==> config.mk <==
export PLATFORM = sky130hd
export DESIGN_NAME = qdrpc_top
export DESIGN_NICKNAME = d
export VERILOG_FILES = /design/src/rtl/qdrpc_pkg.sv /design/src/rtl/qdrpc_link_if.sv /design/src/rtl/qdrpc_top.sv /design/src/rtl/qdrpc_serial_rx.sv
export SDC_FILE = /design/constraint.sdc
export NUM_CORES = 1
export LEC_CHECK = 0
export BUFFER_PORTS_ARGS = -buffer_cell sky130_fd_sc_hd__buf_4
export CAP_MARGIN = 10
export CORE_MARGIN = 3
export CORE_UTILIZATION = 54
export CTS_CLUSTER_SIZE = 16
export DETAILED_ROUTE_END_ITERATION = 10
export PLACE_DENSITY = 0.79
export SETUP_SLACK_MARGIN = 0.4
export SYNTH_ARGS = -nofsm -noshare
export SYNTH_HDL_FRONTEND = slang
export SYNTH_SLANG_ARGS = --single-unit
==> constraint.sdc <==
create_clock -name ref_clk -period 1.8 [get_ports ref_clk]
set_input_delay 0.18 -clock ref_clk [delete_from_list [all_inputs] [get_ports ref_clk]]
set_output_delay 0.18 -clock ref_clk [all_outputs]
set_load 0.05 [all_outputs]
==> src/rtl/qdrpc_pkg.sv <==
// constants, field layout and types for the reference and channel control
// assumes one 100 MHz clock and a 24-bit serial command link
package qdrpc_pkg;
   // frame length and bit counter
   localparam int unsigned FRAME_BITS = 24;
   localparam logic [4:0] CNT_RESET = 5'h00;
   localparam logic [4:0] CNT_LAST = 5'h17;
   // reference command words
   localparam logic [23:0] REF_OFF_CMD = 24'h012000;
   localparam logic [23:0] REF_ON_CMD = 24'h011000;
   localparam logic [23:0] REF_AUTO_CMD_DEFAULT = 24'h010000;
   // field positions inside the command word
   localparam int unsigned ADDR_HI = 23;
   localparam int unsigned ADDR_LO = 22;
   localparam int unsigned LD_HI = 21;
   localparam int unsigned LD_LO = 20;
   localparam int unsigned ZERO_BIT = 19;
   localparam int unsigned SEL_HI = 18;
   localparam int unsigned SEL_LO = 17;
   localparam int unsigned CMD_BIT16 = 16;
   localparam int unsigned PDM_HI = 15;
   localparam int unsigned PDM_LO = 14;
   // load operations
   localparam logic [1:0] LD_STORE = 2'h0;
   localparam logic [1:0] LD_UPDATE = 2'h1;
   localparam logic [1:0] LD_SIMUL = 2'h2;
   localparam logic [1:0] LD_BCAST = 2'h3;
   // pin vector layout for the input synchroniser
   localparam int unsigned PIN_A0 = 0;
   localparam int unsigned PIN_A1 = 1;
   localparam int unsigned PIN_DIN = 2;
   localparam int unsigned PIN_SYNC = 3;
   localparam int unsigned PIN_SCLK = 4;
   localparam int unsigned PIN_COUNT = 5;
   // values after reset; frame select idles high
   localparam logic [4:0] PINS_RESET = 5'h08;
   localparam logic [23:0] WORD_RESET = 24'h000000;
   localparam logic [15:0] CODE_RESET = 16'h0000;
   localparam logic [1:0] PDM_ACTIVE = 2'h0;
   localparam int unsigned NUM_CHAN = 4;
   // reference setting, one-hot
   typedef enum logic [2:0] {
      QDRPC_REF_AUTO = 3'b001,
      QDRPC_REF_OFF = 3'b010,
      QDRPC_REF_ON = 3'b100
   } qdrpc_ref_e;
   typedef logic [15:0] qdrpc_code_t;
endpackage : qdrpc_pkg

==> src/rtl/qdrpc_link_if.sv <==
// carrier from the serial receiver to the command decoder
// assumes both ends run on ref_clk
`timescale 1ns/1ps
interface qdrpc_link_if;
   logic frameValid; // one-cycle pulse: full word received
   logic [23:0] frameWord; // word, stands until next frame
   logic [1:0] addrPins; // filtered address straps
   modport rx (output frameValid, output frameWord, output addrPins);
   modport dec (input frameValid, input frameWord, input addrPins);
endinterface : qdrpc_link_if

==> src/rtl/qdrpc_top.sv <==
// reference mode and channel register control for a quad converter
// assumes serial pins are asynchronous to ref_clk and idle-safe
`timescale 1ns/1ps
module qdrpc_top
   import qdrpc_pkg::*;
#(
   parameter logic [23:0] REF_AUTO_CMD = REF_AUTO_CMD_DEFAULT
)(
   // clock and reset
   input wire logic ref_clk,
   input wire logic reset,
   // serial link pins
   input wire logic sclkPin,
   input wire logic syncPinN,
   input wire logic dinPin,
   // address straps
   input wire logic [1:0] addrPin,
   // channel outputs
   output logic [3:0][15:0] chanCode,
   output logic [3:0][1:0] chanPdMode,
   // reference status
   output qdrpc_pkg::qdrpc_ref_e refMode,
   output logic refPowered,
   output logic referenceOutputPinOe
);
   import qdrpc_pkg::*;

   // whole decoder state
   typedef struct packed {
      qdrpc_ref_e mode; // reference setting
      logic [3:0][15:0] bufCode; // staged codes
      logic [3:0][1:0] bufPd; // staged power-down modes
      logic [3:0][15:0] dacCode; // live codes
      logic [3:0][1:0] dacPd; // live power-down modes
      logic refOn; // reference powered
      logic refOe; // reference pin driven
   } qdrpc_dec_s;

   qdrpc_dec_s s;
   qdrpc_dec_s next_s;
   qdrpc_link_if link ();

   // pin filter and frame assembly
   qdrpc_serial_rx u_rx (
      .ref_clk (ref_clk),
      .reset (reset),
      .pins ({sclkPin, syncPinN, dinPin, addrPin[1], addrPin[0]}),
      .link (link)
   );

   logic [23:0] w;
   logic [1:0] ld;
   logic [1:0] sel;
   logic addrHit;
   logic [15:0] newCode;
   logic [1:0] newPd;
   logic hit;
   logic anyActive;

   // command decode and reference mode
   always_comb begin
      next_s = s;
      w = link.frameWord;
      ld = w[LD_HI:LD_LO];
      sel = w[SEL_HI:SEL_LO];
      hit = 1'b0;
      addrHit = (w[ADDR_HI:ADDR_LO] == link.addrPins) || (ld == LD_BCAST);
      // bit 16 turns the data field into a power-down request
      newPd = w[CMD_BIT16] ? w[PDM_HI:PDM_LO] : PDM_ACTIVE;
      newCode = w[15:0]; // straight binary
      if (link.frameValid) begin
         if (w == REF_OFF_CMD) begin
            next_s.mode = QDRPC_REF_OFF;
         end else if (w == REF_ON_CMD) begin
            next_s.mode = QDRPC_REF_ON;
         end else if (w == REF_AUTO_CMD) begin
            next_s.mode = QDRPC_REF_AUTO;
         end else if (addrHit && !w[ZERO_BIT]) begin
            // per-channel load handling
            for (int i = 0; i < NUM_CHAN; i++) begin
               // broadcast ignores the select; bit 18 alone decides
               hit = (ld == LD_BCAST) ? w[SEL_HI] : (sel == i[1:0]);
               unique case (ld)
                  LD_STORE: begin
                     if (hit) begin
                        next_s.bufPd[i] = newPd;
                        if (!w[CMD_BIT16]) begin
                           next_s.bufCode[i] = newCode;
                        end
                     end
                  end
                  LD_UPDATE: begin
                     if (hit) begin
                        next_s.bufPd[i] = newPd;
                        next_s.dacPd[i] = newPd;
                        if (!w[CMD_BIT16]) begin
                           next_s.bufCode[i] = newCode;
                           next_s.dacCode[i] = newCode;
                        end
                     end
                  end
                  LD_SIMUL, LD_BCAST: begin
                     if (hit) begin
                        // selected channel takes the new word
                        next_s.bufPd[i] = newPd;
                        next_s.dacPd[i] = newPd;
                        if (!w[CMD_BIT16]) begin
                           next_s.bufCode[i] = newCode;
                           next_s.dacCode[i] = newCode;
                        end
                     end else begin
                        // others load what was staged
                        next_s.dacPd[i] = s.bufPd[i];
                        next_s.dacCode[i] = s.bufCode[i];
                     end
                  end
               endcase
            end
         end
      end
      anyActive = 1'b0;
      for (int i = 0; i < NUM_CHAN; i++) begin
         anyActive = anyActive | (next_s.dacPd[i] == PDM_ACTIVE);
      end
      // auto follows the channels, forced settings ignore them
      next_s.refOn = (next_s.mode == QDRPC_REF_ON) ||
                     ((next_s.mode == QDRPC_REF_AUTO) && anyActive);
      // pin left undriven whenever the reference is not running
      next_s.refOe = next_s.refOn;
   end

   // state register; channels stay live in every reference mode
   always_ff @(posedge ref_clk) begin
      if (reset) begin
         s.mode <= QDRPC_REF_AUTO;
         s.bufCode <= {4{CODE_RESET}};
         s.bufPd <= {4{PDM_ACTIVE}};
         s.dacCode <= {4{CODE_RESET}};
         s.dacPd <= {4{PDM_ACTIVE}};
         s.refOn <= 1'b1;
         s.refOe <= 1'b1;
      end else begin
         s <= next_s;
      end
   end

   // outputs straight from the state register
   assign chanCode = s.dacCode;
   assign chanPdMode = s.dacPd;
   assign refMode = s.mode;
   assign refPowered = s.refOn;
   assign referenceOutputPinOe = s.refOe;
endmodule : qdrpc_top

==> src/rtl/qdrpc_serial_rx.sv <==
// serial frame receiver: filters the pins and assembles 24-bit words
// assumes pins are asynchronous and far slower than ref_clk
`timescale 1ns/1ps
module qdrpc_serial_rx
   import qdrpc_pkg::*;
(
   // clock and reset
   input wire logic ref_clk,
   input wire logic reset,
   // raw pins
   input wire logic [4:0] pins,
   // toward the decoder
   qdrpc_link_if.rx link
);
   // whole receiver state
   typedef struct packed {
      logic [4:0] s1; // first stage, read only by s2
      logic [4:0] s2;
      logic [4:0] s3;
      logic [4:0] stab; // value once s2 and s3 agree
      logic [23:0] shift;
      logic [4:0] count;
      logic locked; // 24 bits taken, ignore more clocks
      logic frameValid;
      logic [23:0] word;
   } qdrpc_rx_s;

   qdrpc_rx_s s;
   qdrpc_rx_s next_s;
   logic [4:0] newStab;
   logic sclkFall;

   // filter, shift and frame tracking
   always_comb begin
      next_s = s;
      next_s.s1 = pins;
      next_s.s2 = s.s1;
      next_s.s3 = s.s2;
      // take the level only where the two later stages agree
      newStab = (s.s2 & ~(s.s2 ^ s.s3)) | (s.stab & (s.s2 ^ s.s3));
      next_s.stab = newStab;
      sclkFall = s.stab[PIN_SCLK] & ~newStab[PIN_SCLK];
      next_s.frameValid = 1'b0;
      if (newStab[PIN_SYNC]) begin
         // frame select high: drop any partial frame
         next_s.count = CNT_RESET;
         next_s.locked = 1'b0;
      end else if (sclkFall && !s.locked) begin
         // msb first, one bit per falling edge
         next_s.shift = {s.shift[22:0], newStab[PIN_DIN]};
         next_s.count = s.count + 5'h01;
         if (s.count == CNT_LAST) begin
            next_s.locked = 1'b1;
            next_s.frameValid = 1'b1;
            next_s.word = {s.shift[22:0], newStab[PIN_DIN]};
         end
      end
   end

   // state register
   always_ff @(posedge ref_clk) begin
      if (reset) begin
         s <= '{PINS_RESET, PINS_RESET, PINS_RESET, PINS_RESET,
                WORD_RESET, CNT_RESET, 1'b0, 1'b0, WORD_RESET};
      end else begin
         s <= next_s;
      end
   end

   assign link.frameValid = s.frameValid;
   assign link.frameWord = s.word;
   assign link.addrPins = {s.stab[PIN_A1], s.stab[PIN_A0]};
endmodule : qdrpc_serial_rx

* Word-level counts from Yosys, hierarchy flattened
Index checks and enable logic that the tools add are counted.
Word-level totals: register bits 222, output and inout bits 77, word-level logic and storage cells 150
Operators by class: add/sub/neg operators 1, eq/ne operators 22, muxes and demuxes 55, bitwise logic cells 15, reductions and logical operators 30
Operator list (number):
- 2-to-1 mux 144 bit | 4
- 2-to-1 mux 16 bit | 21
- 2-to-1 mux 147 bit | 1
- case mux 16 bit (2 select lines) | 4
- == test 24 x 17 -> 1 bit (second input constant) | 3
- AND reduction 7 bit | 8
- 2-to-1 mux 2 bit | 13
- 2-to-1 mux 25 bit | 1
- case mux 2 bit (2 select lines) | 4
- zero test 2 bit | 6
- AND 5 bit | 2
- inequality test 2 bit (second input constant) | 5
- 2-to-1 mux 3 bit | 3
- == test 2 bit (second input constant) | 4
- inequality test 2 x 1 -> 1 bit (second input constant) | 4
- NOT 1 bit | 6
- adder 5 x 1 -> 5 bit (second input constant) | 1
- == test 5 bit (second input constant) | 1
- NOT 5 bit | 1
- OR 5 bit | 1
- AND reduction 5 bit | 1
- bitwise XOR 5 bit | 1
- == test 2 x 1 -> 1 bit (second input constant) | 2
- 2-to-1 mux 1 bit | 4
- 14 further kinds | 22

* Longest topological paths before layout
Gate-level depths: netlist of run 1.
word-level depth 15, mapped depth 10

* Modules after synthesis
A second synthesis of run 1 with hierarchy kept.
Unflattened totals: cell total of the unflattened synthesis 1100, area, all modules 9982.1 sq um
Modules (own cells, without submodules):
- qdrpc_top | instances 1, cells an instance 838, area an instance 7120.6 sq um, sequential area each 2962.8 sq um
- qdrpc_serial_rx | instances 1, cells an instance 262, area an instance 2861.5 sq um, sequential area each 1481.4 sq um

* Worst setup path before layout of run 1
OpenSTA, ideal clock, no wires.
kind flip-flop to flip-flop, start point reg u_rx.s, in the netlist u_rx.link.frameWord[22], end point reg s[136] in the netlist's numbering, library setup time 0.128 ns, data arrival time 1.851 ns, required time 1.672 ns, setup slack -0.178 ns, stages on the path, launching flop included 10, path buffers 2, period minus slack after synthesis 1.978 ns, cell sequence dfxtp_1 > xnor2_1 > and2_1 > o21ai_2 > a21o_4 > buf_6 > nor3_4 > buf_8 > mux2i_1 > nor2_1
Between the ends: cells in the longest elaborated chain, start to end 4
RTL lines:
- from (decl) | line qdrpc_serial_rx.sv:28 | qdrpc_rx_s s;
- from (signal assigned) | line qdrpc_serial_rx.sv:63 | s <= '{PINS_RESET, PINS_RESET, PINS_RESET, PINS_RESET,
- from (signal assigned) | line qdrpc_serial_rx.sv:66 | s <= next_s;
- branches (longest 3 deep; another with == test 24 x 17 -> 1 bit)
- AND reduction 7 bit (no line) (*)
- to (signal assigned) | line qdrpc_top.sv:143 | s <= next_s;
- to (decl) | line qdrpc_top.sv:39 | qdrpc_dec_s s;
Every way passes the cells marked *. A chain may end at the register's enable or synchronous reset.

* Worst setup path in the final report of run 1
start point reg u_rx.s, in the netlist u_rx.link.frameWord[2], end point reg s, in the netlist referenceOutputPinOe
Between the ends: cells in the longest elaborated chain, start to end 11
RTL lines:
- == test 24 x 17 -> 1 bit | line qdrpc_top.sv:76 | end else if (w == REF_AUTO_CMD) begin
- 2-to-1 mux 144 bit | line qdrpc_top.sv:76
- 2-to-1 mux 144 bit | line qdrpc_top.sv:74 | end else if (w == REF_ON_CMD) begin
- 2-to-1 mux 144 bit | line qdrpc_top.sv:72 | if (w == REF_OFF_CMD) begin
- 2-to-1 mux 147 bit (*) | line qdrpc_top.sv:71 | if (link.frameValid) begin
- zero test 2 bit | line qdrpc_top.sv:123 | anyActive = anyActive | (next_s.dacPd[i] == PDM_ACTIVE);
- OR 1 bit (3 in series) | line qdrpc_top.sv:123
- logical AND 1 bit | line qdrpc_top.sv:127 | ((next_s.mode == QDRPC_REF_AUTO) && anyActive);
- logical OR 1 bit (*) | line qdrpc_top.sv:126 | next_s.refOn = (next_s.mode == QDRPC_REF_ON) ||
Mark *: on every way between the ends. The rest lies on a longest branch, timed or not.

==> qor.txt, run 1 <==
Outcome: finished with violations
Failing checks: setup timing
R2r startpoint: u_rx.link.frameWord[2]
Pre-CTS setup slack: -0.1961 ns
CORE AREA: 0.01730 mm2
Tcrit/Tclk final: 1.118
Max-cap violations: 0
Post-synth top area share: 0.4646
CP Launch Type: flip-flop
WP data required: 2.22 ns
Ys Warns: 0
IO Port Bufs: 83
Worst Skew: 0.01692 ns
DIE AREA: 0.01935 mm2
Later-pin clock latency in the skew report: 0.52 ns
CTS Buf Count: 23
Prevailing post-synth register cell: dfxtp_1
Antenna Diode Count: 0
First-pass GRT wire length: 42,080 um
Synth Instances: 1,149
# H-tree levels: 1
Largest net degree at the start of global routing: 106
Minimum clock period: 2.012 ns
Crit Path Max Fanout: 5
Power Density: 749.7 mW/mm2
Grt ovf: 0
Initial Util: 0.5530
Die width: 139.1 um
Sequential fraction of the synthesis area: 0.4646
Starting DRC count in detailed routing: 976
Crit path from: u_rx.link.frameWord[2]
Routed Antenna Nets: 0
Static Leak: 5.077 nW
HPWL after DPL: 16,410 um
First-pass detailed-route iteration total: 6
Worst-case clock buffer depth: 3
GRT Util Overall: 0.2622
Total power: 9.754 mW
Mean routed wirelength per cell: 21.55 um
Area contributors post-synth: dfxtp_1 (46%), nand2_1 (8.1%), buf_4 (6.3%)
Sink Count: 222
Final Max Slew Viols: 0
Area growth syn-to-layout: 36.01%
Mapped cell area: 0.009565 mm2
DR vias/cell: 6.102
FP Rows: 48
Vias in the first global route: 8,057
Async SR Flop Fraction: 0
Worst R2R Setup Slack: -0.21 ns
Final #Nets: 1,274
Net count after synthesis: 1,157
Max Fclk: 497.1 MHz
Crit path kind: reg2reg
Slew @ Worst Pin: 0.6679 ns
Synth area leader: dfxtp_1
Max VDD drop: 0.0008889 V
RSZ-0062 raised after global routing: true
Data arrival time of the worst path: 2.43 ns
Vias: 9,190
Hold/Removal Path Class: in2reg
Root buf cell: clkbuf_16
Synth unique cells: 58
Setup crit end: referenceOutputPinOe
Initial antenna violation count: 0
Final hold slack: 0.04155 ns
DRC viols: 0
Max_slew headroom: 0.5542
Synth Register Bits: 222
Average size of a mapped cell: 8.325 um2
Reg2reg end: referenceOutputPinOe
Worst Reg-to-Reg Cells: 9
Routability cong.: 0.9633
Final worst slack: -0.2115 ns
Final Hold Viols: 0
TritonCTS clock tree: done
Final Setup Violations: 109
Chip height: 139.1 um
Post-synth EDFFs: 0
Clk slew on worst S/H paths: 0.07 ns
Layout cell share with drive strength beyond 1: 0.3942
Total Wirelength: 32,450 um
Critical Path Sink Type: flip-flop
# IOs: 84
-- metrics by stage --
stage	util	area (um2)	cells	TNS [ns]
after floorplan	-	9861	1149	-2.980
after global placement	0.6122	10590	1400	-5.424
after detailed placement	0.6122	10590	1400	-8.111
after CTS	0.6869	11880	1468	-1.006
after global routing	0.7522	13010	1506	-16.58
final	0.7522	13010	1506	-8.423
-- cells in the final DEF (no fill, tap or decap), types with 7 or more instances in the layout --
master / instances
nor2_2: 26
nand2_4: 15
buf_6: 30
clkbuf_8: 8
nand2_1: 153
dfxtp_1: 207
a211oi_1: 37
and2_4: 8
o221a_4: 10
buf_4: 181
nor2_1: 126
clkbuf_16: 27
a21oi_1: 68
buf_12: 17
inv_1: 7
nand2_2: 39
nor2b_1: 12
o21ai_0: 61
a211oi_2: 20
dfxtp_2: 11
o21ai_1: 9
a21oi_2: 28
mux2i_1: 49
nor2_4: 7
-- timing repair --
action                                 in CTS  in global routing
endpoints found under the hold margin       5                  0
hold buffers                                5                  0
setup buffers                              19                 27
gates resized for setup                    79                198
gates cloned                                4                 11
pin swaps                                  28                 92
setup endpoints to repair                 190                196
-- where the power goes --
| group | total [mW] | leakage [nW] | internal, mW | switching, mW |
|---|---|---|---|---|
| logic | 0.133 | 2.90 | 0.0362 | 0.0970 |
| registers | 4.93 | 1.80 | 4.92 | 0.00613 |
| clock network | 4.70 | 0.374 | 2.69 | 2.01 |
-- sequential cells by signal, indices dropped and copies added, names as in the netlist, named ones only --
register	flops
u_rx.s	37
refMode	3
u_rx.link.frameWord	24
chanPdMode	8
s	72
u_rx.link.frameValid	1
referenceOutputPinOe	1
chanCode	64
u_rx.next_s	10
-- cell type report --
type | count | area [um2]
Multi-Input combinational cell | 770 | 5205
Sequential cell | 222 | 4473
Fill cell | 1022 | 4287
Timing Repair Buffer | 242 | 2277
Clock buffer | 33 | 693.2
Tap cell | 225 | 281.5
Clock inverter | 7 | 53.80
Inverter | 7 | 26.28
-- worst max-delay path, stage by stage (launching register included) --
cell and delay [ns]:
dfxtp_2 0.33, nor4_2 0.28, buf_4 0.18, nand3_4 0.08, nor2_4 0.14, a21o_4 0.21
buf_4 0.14, nor4_4 0.04, o31a_1 0.32, a31oi_1 0.18
-- cell families (layout without fill, tap and decap cells) --
| logic type | count (synthesis) | after routing | synth area share |
|---|---|---|---|
| buf+inv | 164 | 289 | 0.1019 |
| flops | 222 | 222 | 0.4646 |
| xor+xnor | 8 | 8 | 0.007325 |
| compound gates | 276 | 277 | 0.1792 |
| fa+ha+maj | 3 | 3 | 0.003401 |
| simple gates | 423 | 429 | 0.1878 |
| mux | 53 | 53 | 0.05572 |
-- cells in the mapped netlist, types with 3 or more instances --
master,number
dfxtp_1,222
nand2_1,207
nor2_1,157
a21oi_1,97
buf_4,80
o21ai_0,73
a211oi_1,57
mux2i_1,51
clkbuf_1,50
buf_2,20
nor2b_1,14
and2_1,11
o221a_2,10
inv_1,7
a22oi_1,5
nor4_1,5
xor2_1,5
a21boi_2,4
nand3_1,4
or2_2,4
a31oi_1,3
buf_1,3
buf_6,3
nand2b_1,3
nand4_1,3
nor3_4,3
o21ai_1,3
o21ai_2,3
xnor2_1,3
-- worst min-delay path by stage --
stage	startpoint	end	slack [ns]	depth (start not counted)
CTS	reset	u_rx.link.frameValid	0.02	2
detailed placement	syncPinN	u_rx.next_s[68]	0.37	2
global placement	syncPinN	u_rx.next_s[68]	0.37	2
global route	reset	u_rx.next_s[60]	0.06	2
finish	reset	u_rx.next_s[69]	0.04	2
floorplan	syncPinN	u_rx.next_s[68]	0.28	1
-- layer usage --
layer | up-vias | wire length, um | track usage
li1 | 4074 | - | -
met1 | 4336 | 11950 | 0.3284
met2 | 592 | 15360 | 0.4393
met3 | 188 | 2713 | 0.04310
met4 | 0 | 2426 | 0.1298
met5 | - | 0 | 0
Note: power is estimated with default switching activity, not from simulation.
==> inputs of run 2 (changes only) <==
SETUP_SLACK_MARGIN = 0.02   (was 0.4)
==> qor.txt, run 2 (synthesized netlist as in run 1, its figures left out) <==
Outcome: finished with violations (unchanged)
Failing checks: setup timing (unchanged)
Busiest grt layer: met2 (unchanged)
Area growth syn-to-layout: 28.66% (was 36.01%)
Total Wirelength: 28,080 um (was 32,450 um)
Met3 Usage GRT: 0.03276 (was 0.04310)
Slowest library cell on the worst path: nor4b_2 (was dfxtp_2)
Crit Path Max Fanout: 8 (was 5)
Sw Share: 0.2039 (was 0.2166)
Biggest register: s (unchanged)
Total power: 10.08 mW (was 9.754 mW)
Mean routed wirelength per cell: 19.06 um (was 21.55 um)
CP Launch Type: flip-flop (unchanged)
First-pass detailed-route iteration total: 8 (was 6)
Crit path depth: 8 (was 9)
# H-tree levels: 1 (unchanged)
Max reg flops: 72 (unchanged)
FILL cells: 1,126 (was 1,022)
Logic pwr share: 0.013 (was 0.014)
Most frequent cells in the layout: dfxtp_1 (212), nand2_1 (194), buf_4 (173) (was dfxtp_1 (207), buf_4 (181), nand2_1 (153))
Initial antenna violation count: 0 (unchanged)
Max VDD drop: 0.0008573 V (was 0.0008889 V)
Worst-case clock buffer depth: 3 (unchanged)
Initial Util: 0.5530 (unchanged)
Vias in the first global route: 7,753 (was 8,057)
Clk slew on worst S/H paths: 0.06 ns (was 0.07 ns)
Root buf cell: clkbuf_16 (unchanged)
Max_slew headroom: 0.6547 (was 0.5542)
FF/Latch Area: 0.004472 mm2 (was 0.004473 mm2)
WP data required: 2.22 ns (about the same)
Setup crit end: s[117] (was referenceOutputPinOe)
Power Density: 818.7 mW/mm2 (was 749.7 mW/mm2)
Chip height: 139.1 um (unchanged)
CTS Buf Count: 23 (unchanged)
IO Port Bufs: 83 (unchanged)
Worst R2R Setup Slack: -0.25 ns (was -0.21 ns)
Die width: 139.1 um (unchanged)
Non-Filler Instances: 1,473 (was 1,506)
Delay-heaviest family, CP: simple AND/OR/NAND/NOR gates (was compound AO/OA/AOI/OAI gates)
Placed Instance Area: 0.01055 mm2 (was 0.01059 mm2)
Multi-input gate area: 0.004741 mm2 (was 0.005205 mm2)
R2r startpoint: u_rx.link.frameWord[15] (was u_rx.link.frameWord[2])
Cell Chain, Critical Path: nor4b_2 -> nand3_4 -> nor2_4 -> a21o_4 -> or3_4 -> buf_12 -> nand2_1 -> a21oi_1 (was nor4_2 -> buf_4 -> nand3_4 -> nor2_4 -> a21o_4 -> buf_4 -> nor4_4 -> o31a_1 -> a31oi_1)
Final instance area: 0.01231 mm2 (was 0.01301 mm2)
TritonCTS clock tree: done (unchanged)
Worst Skew: 0.009915 ns (was 0.01692 ns)
Crit path kind: reg2reg (unchanged)
# IOs: 84 (unchanged)
DIE AREA: 0.01935 mm2 (unchanged)
Later-pin clock latency in the skew report: 0.52 ns (about the same)
Worst Reg-to-Reg Cells: 8 (was 9)
GRT Util Overall: 0.2409 (was 0.2622)
Routed Antenna Nets: 0 (unchanged)
Clock share of power: 0.499 (was 0.481)
Final #Nets: 1,239 (was 1,274)
Final Max Slew Viols: 0 (unchanged)
Vias: 8,733 (was 9,190)
Starting DRC count in detailed routing: 759 (was 976)
GR Util met1: 0.3148 (was 0.3284)
HPWL after DPL: 15,870 um (was 16,410 um)
Slew @ Worst Pin: 0.5126 ns (was 0.6679 ns)
DR vias/cell: 5.929 (was 6.102)
Grt ovf: 0 (unchanged)
RSZ-0062 raised after global routing: true (unchanged)
Sw power: 2.055 mW (was 2.113 mW)
Internal: 8.021 mW (was 7.642 mW)
Sink Count: 222 (unchanged)
CORE AREA: 0.01730 mm2 (unchanged)
Routability cong.: 0.9177 (was 0.9633)
Max Fclk: 487.6 MHz (was 497.1 MHz)
Minimum clock period: 2.051 ns (was 2.012 ns)
Met2 Resource Use GR: 0.4088 (was 0.4393)
Max-cap violations: 0 (unchanged)
Post-layout util: 0.7115 (was 0.7522)
Layout cell share with drive strength beyond 1: 0.3101 (was 0.3942)
FP Rows: 48 (unchanged)
Final Setup Violations: 120 (was 109)
Final Hold Viols: 0 (unchanged)
First-pass GRT wire length: 39,150 um (was 42,080 um)
Critical Path Sink Type: flip-flop (unchanged)
Crit path from: u_rx.link.frameWord[15] (was u_rx.link.frameWord[2])
Final worst slack: -0.2509 ns (was -0.2115 ns)
Hold/Removal Path Class: in2reg (unchanged)
Reg power frac: 0.489 (was 0.505)
Commonest non-fill, non-tap cell in the layout: dfxtp_1 (unchanged)
Largest net degree at the start of global routing: 113 (was 106)
Static Leak: 4.825 nW (was 5.077 nW)
Cells after DPL: 1,400 (unchanged)
Final hold slack: 0.02019 ns (was 0.04155 ns)
Buffers & Inverters on Critical Path: 1 (was 2)
Reg2reg end: s[117] (was referenceOutputPinOe)
Antenna Diode Count: 0 (unchanged)
Tcrit/Tclk final: 1.139 (was 1.118)
Worst path max stage delay: 0.46 ns (was 0.33 ns)
Data arrival time of the worst path: 2.48 ns (was 2.43 ns)
DRC viols: 0 (unchanged)
-- run 2: cell type report --
cell class | instances | share of cell area
Sequential cell | 222 | 0.3634
Timing Repair Buffer | 213 | 0.1614
Multi-Input combinational cell | 764 | 0.3852
Clock buffer | 32 | 0.05195
Inverter | 7 | 0.002135
Clock inverter | 10 | 0.01301
Tap cell | 225 | 0.02288
-- run 2: routing by layer --
metal / share of wire / up-vias
li1: - / 3981
met1: 0.38 / 4099
met2: 0.47 / 500
met3: 0.082 / 153
met4: 0.063 / 0
met5: 0 / -
-- run 2: how the worst min path moves through the flow --
stage,start,end,slack [ns],cells past startpoint
CTS,reset,u_rx.next_s[65],0.001,2
detailed placement,syncPinN,u_rx.next_s[68],0.37,2
global route,reset,u_rx.next_s[66],0.01,2
floorplan,syncPinN,u_rx.next_s[68],0.28,1
global placement,syncPinN,u_rx.next_s[68],0.38,2
finish,reset,u_rx.next_s[66],0.02,2
-- run 2: worst reg2reg max path, cell delays in order (launching register included) --
cell and delay (ns):
dfxtp_1 0.34, nor4b_2 0.46, nand3_4 0.15, nor2_4 0.20
a21o_4 0.25, or3_4 0.19, buf_12 0.13, nand2_1 0.06
a21oi_1 0.19
-- run 2: what timing repair did --
| action | in CTS | in global routing |
|---|---|---|
| buffers inserted | 6 | 13 |
| cloned | 3 | 5 |
| pin swaps | 12 | 50 |
| hold buffers | 5 | 0 |
| gates resized for setup | 33 | 115 |
| hold endpoints to repair | 5 | 0 |
| endpoints found under the setup margin | 127 | 135 |
-- run 2: through the flow --
step | setup TNS (ns) | worst slack [ns]
2_1_floorplan | -2.739 | -0.1322
3_3_place_gp | -0.07653 | -0.06496
3_5_place_dp | -7.005 | -0.1182
4_1_cts | -4.602 | -0.1187
5_1_grt | -24.21 | -0.3013
6_report | -14.76 | -0.2509
-- run 2: power groups by stage --
stage	Sequential, mW	Combinational, mW	Clock (mW)
finish	4.92	0.126	5.03
global route	4.92	0.135	5.28
CTS	4.93	0.117	5.03
detailed placement	5.04	0.108	0
global placement	5.04	0.108	0
floorplan	5.04	0.0770	0
==> inputs of run 3 (changes only) <==
CORE_ASPECT_RATIO = 2   (was unset)
SETUP_SLACK_MARGIN = 0.1   (was 0.02)
==> qor.txt, run 3 (synthesized netlist as in run 1, its figures left out) <==
Internal: 7.313 mW (was 8.021 mW)
Layout cell share with drive strength beyond 1: 0.3875 (was 0.3101)
Routability cong.: 0.8819 (was 0.9177)
Data arrival time of the worst path: 2.52 ns (was 2.48 ns)
HPWL after DPL: 17,840 um (was 15,870 um)
Reg2reg end: s[95] (was s[117])
Worst path max stage delay: 0.36 ns (was 0.46 ns)
Initial antenna violation count: 0 (unchanged)
Final Hold Viols: 0 (unchanged)
Clk slew on worst S/H paths: 0.07 ns (was 0.06 ns)
FILL cells: 1,017 (was 1,126)
Biggest register: s (unchanged)
Minimum clock period: 2.152 ns (was 2.051 ns)
Grt ovf: 0 (unchanged)
Buffers & Inverters on Critical Path: 2 (was 1)
Area growth syn-to-layout: 35.24% (was 28.66%)
Max_slew headroom: 0.4848 (was 0.6547)
Worst Skew: 0.01680 ns (was 0.009915 ns)
Cells after DPL: 1,398 (was 1,400)
Worst-case clock buffer depth: 3 (unchanged)
Max VDD drop: 0.0005676 V (was 0.0008573 V)
Pre-CTS setup slack: -0.4122 ns (was -0.1182 ns)
Vias: 9,335 (was 8,733)
Clock share of power: 0.454 (was 0.499)
IO Port Bufs: 83 (unchanged)
First-pass GRT wire length: 46,660 um (was 39,150 um)
Outcome: finished with violations (unchanged)
CORE AREA: 0.01736 mm2 (was 0.01730 mm2)
Sw power: 1.947 mW (was 2.055 mW)
First-pass detailed-route iteration total: 5 (was 8)
Delay-heaviest family, CP: simple AND/OR/NAND/NOR gates (unchanged)
Max-cap violations: 0 (unchanged)
Tcrit/Tclk final: 1.196 (was 1.139)
Chip height: 194.2 um (was 139.1 um)
Crit path kind: reg2reg (unchanged)
Final Max Slew Viols: 0 (unchanged)
Most frequent cells in the layout: dfxtp_1 (211), nand2_1 (190), buf_4 (174) (was dfxtp_1 (212), nand2_1 (194), buf_4 (173))
Crit Path Max Fanout: 8 (unchanged)
Final hold slack: 0.1172 ns (was 0.02019 ns)
Max reg flops: 72 (unchanged)
Root buf cell: clkbuf_16 (unchanged)
# H-tree levels: 1 (unchanged)
Worst R2R Setup Slack: -0.35 ns (was -0.25 ns)
Mean routed wirelength per cell: 23.25 um (was 19.06 um)
DRC viols: 0 (unchanged)
Starting DRC count in detailed routing: 892 (was 759)
Slowest library cell on the worst path: nor4_4 (was nor4b_2)
Sink Count: 222 (unchanged)
Cell Chain, Critical Path: nor4_4 -> buf_4 -> nand3_4 -> nor2_4 -> a21o_4 -> nor3_4 -> clkbuf_16 -> mux2i_1 -> nor2_1 (was nor4b_2 -> nand3_4 -> nor2_4 -> a21o_4 -> or3_4 -> buf_12 -> nand2_1 -> a21oi_1)
WP data required: 2.17 ns (was 2.22 ns)
Crit path from: u_rx.link.frameWord[4] (was u_rx.link.frameWord[15])
Slew @ Worst Pin: 0.7699 ns (was 0.5126 ns)
Power Density: 715.9 mW/mm2 (was 818.7 mW/mm2)
Hold depth: 2 (unchanged)
Max Fclk: 464.7 MHz (was 487.6 MHz)
Failing checks: setup timing (unchanged)
Sw Share: 0.2103 (was 0.2039)
Non-Filler Instances: 1,477 (was 1,473)
DIE AREA: 0.01944 mm2 (was 0.01935 mm2)
Static Leak: 5.078 nW (was 4.825 nW)
Vias in the first global route: 8,897 (was 7,753)
FP Rows: 68 (was 48)
Final #Nets: 1,264 (was 1,239)
Total Wirelength: 34,340 um (was 28,080 um)
GRT Util Overall: 0.3004 (was 0.2409)
Final Setup Violations: 123 (was 120)
WHS Endpoint: u_rx.s[61] (was u_rx.next_s[66])
CTS Buf Count: 19 (was 23)
TritonCTS clock tree: done (unchanged)
Logic pwr share: 0.015 (was 0.013)
# IOs: 84 (unchanged)
Reg power frac: 0.531 (was 0.489)
Initial Util: 0.5511 (was 0.5530)
RSZ-0062 raised after global routing: true (unchanged)
Hold/Removal Path Class: in2reg (unchanged)
Worst Reg-to-Reg Cells: 9 (was 8)
Antenna Diode Count: 0 (unchanged)
CP Launch Type: flip-flop (unchanged)
Final worst slack: -0.3521 ns (was -0.2509 ns)
Commonest non-fill, non-tap cell in the layout: dfxtp_1 (unchanged)
Largest net degree at the start of global routing: 62 (was 113)
R2r startpoint: u_rx.link.frameWord[4] (was u_rx.link.frameWord[15])
Later-pin clock latency in the skew report: 0.50 ns (was 0.52 ns)
Routed Antenna Nets: 0 (unchanged)
Critical Path Sink Type: flip-flop (unchanged)
DR vias/cell: 6.320 (was 5.929)
Min-delay src: reset (unchanged)
Die width: 100.1 um (was 139.1 um)
Setup TNS: -22.52 ns (was -14.76 ns)
==> run 3: per-stage QoR <==
step | utilization | cell area [um2] | power [mW]
2_1_floorplan | - | 9687 | 5.117
3_3_place_gp | 0.6099 | 10590 | 5.157
3_5_place_dp | 0.6099 | 10590 | 5.159
4_1_cts | 0.7109 | 12340 | 9.226
5_1_grt | 0.7453 | 12940 | 9.461
6_report | 0.7453 | 12940 | 9.261
==> run 3: area by class of cell <==
type                            count  area, um2  area share
Clock inverter                      6      85.08    0.006577
Inverter                            7      26.28    0.002031
Timing Repair Buffer              241       2300      0.1778
Multi-Input combinational cell    765       5255      0.4062
Sequential cell                   222       4476      0.3460
Clock buffer                       26      531.8     0.04111
Tap cell                          210      262.8     0.02031
==> run 3: what timing repair did <==
| item | 4_1_cts | 5_1_grt |
|---|---|---|
| setup buffers | 20 | 11 |
| hold endpoints to repair | 5 | 0 |
| setup endpoints to repair | 155 | 171 |
| resized for setup | 219 | 118 |
| pin swaps | 74 | 48 |
| hold buffers | 5 | 0 |
| cloned | 9 | 4 |
==> run 3: power by group through the flow <==
stage / sequential [mW] / clock [mW] / combinational (mW)
after floorplan: 5.04 / 0 / 0.0769
after detailed placement: 5.04 / 0 / 0.117
after CTS: 4.92 / 4.17 / 0.131
after global placement: 5.04 / 0 / 0.116
after global routing: 4.92 / 4.40 / 0.149
final: 4.92 / 4.20 / 0.141
==> run 3: how the worst max path moves through the flow <==
stage | end | depth (start not counted)
3_3_place_gp | referenceOutputPinOe | 9
3_5_place_dp | referenceOutputPinOe | 9
4_1_cts | s[87] | 9
6_report | s[95] | 9
2_1_floorplan | s[136] | 9
5_1_grt | s[142] | 8
==> run 3: metal layers <==
metal | part of all wire | up-vias | wire (um) | global-route usage
li1 | - | 4030 | - | -
met1 | 0.31 | 4400 | 10740 | 0.3066
met2 | 0.50 | 656 | 17270 | 0.5361
met3 | 0.079 | 247 | 2708 | 0.04285
met4 | 0.10 | 2 | 3582 | 0.2254
met5 | 0.0010 | - | 36 | 0
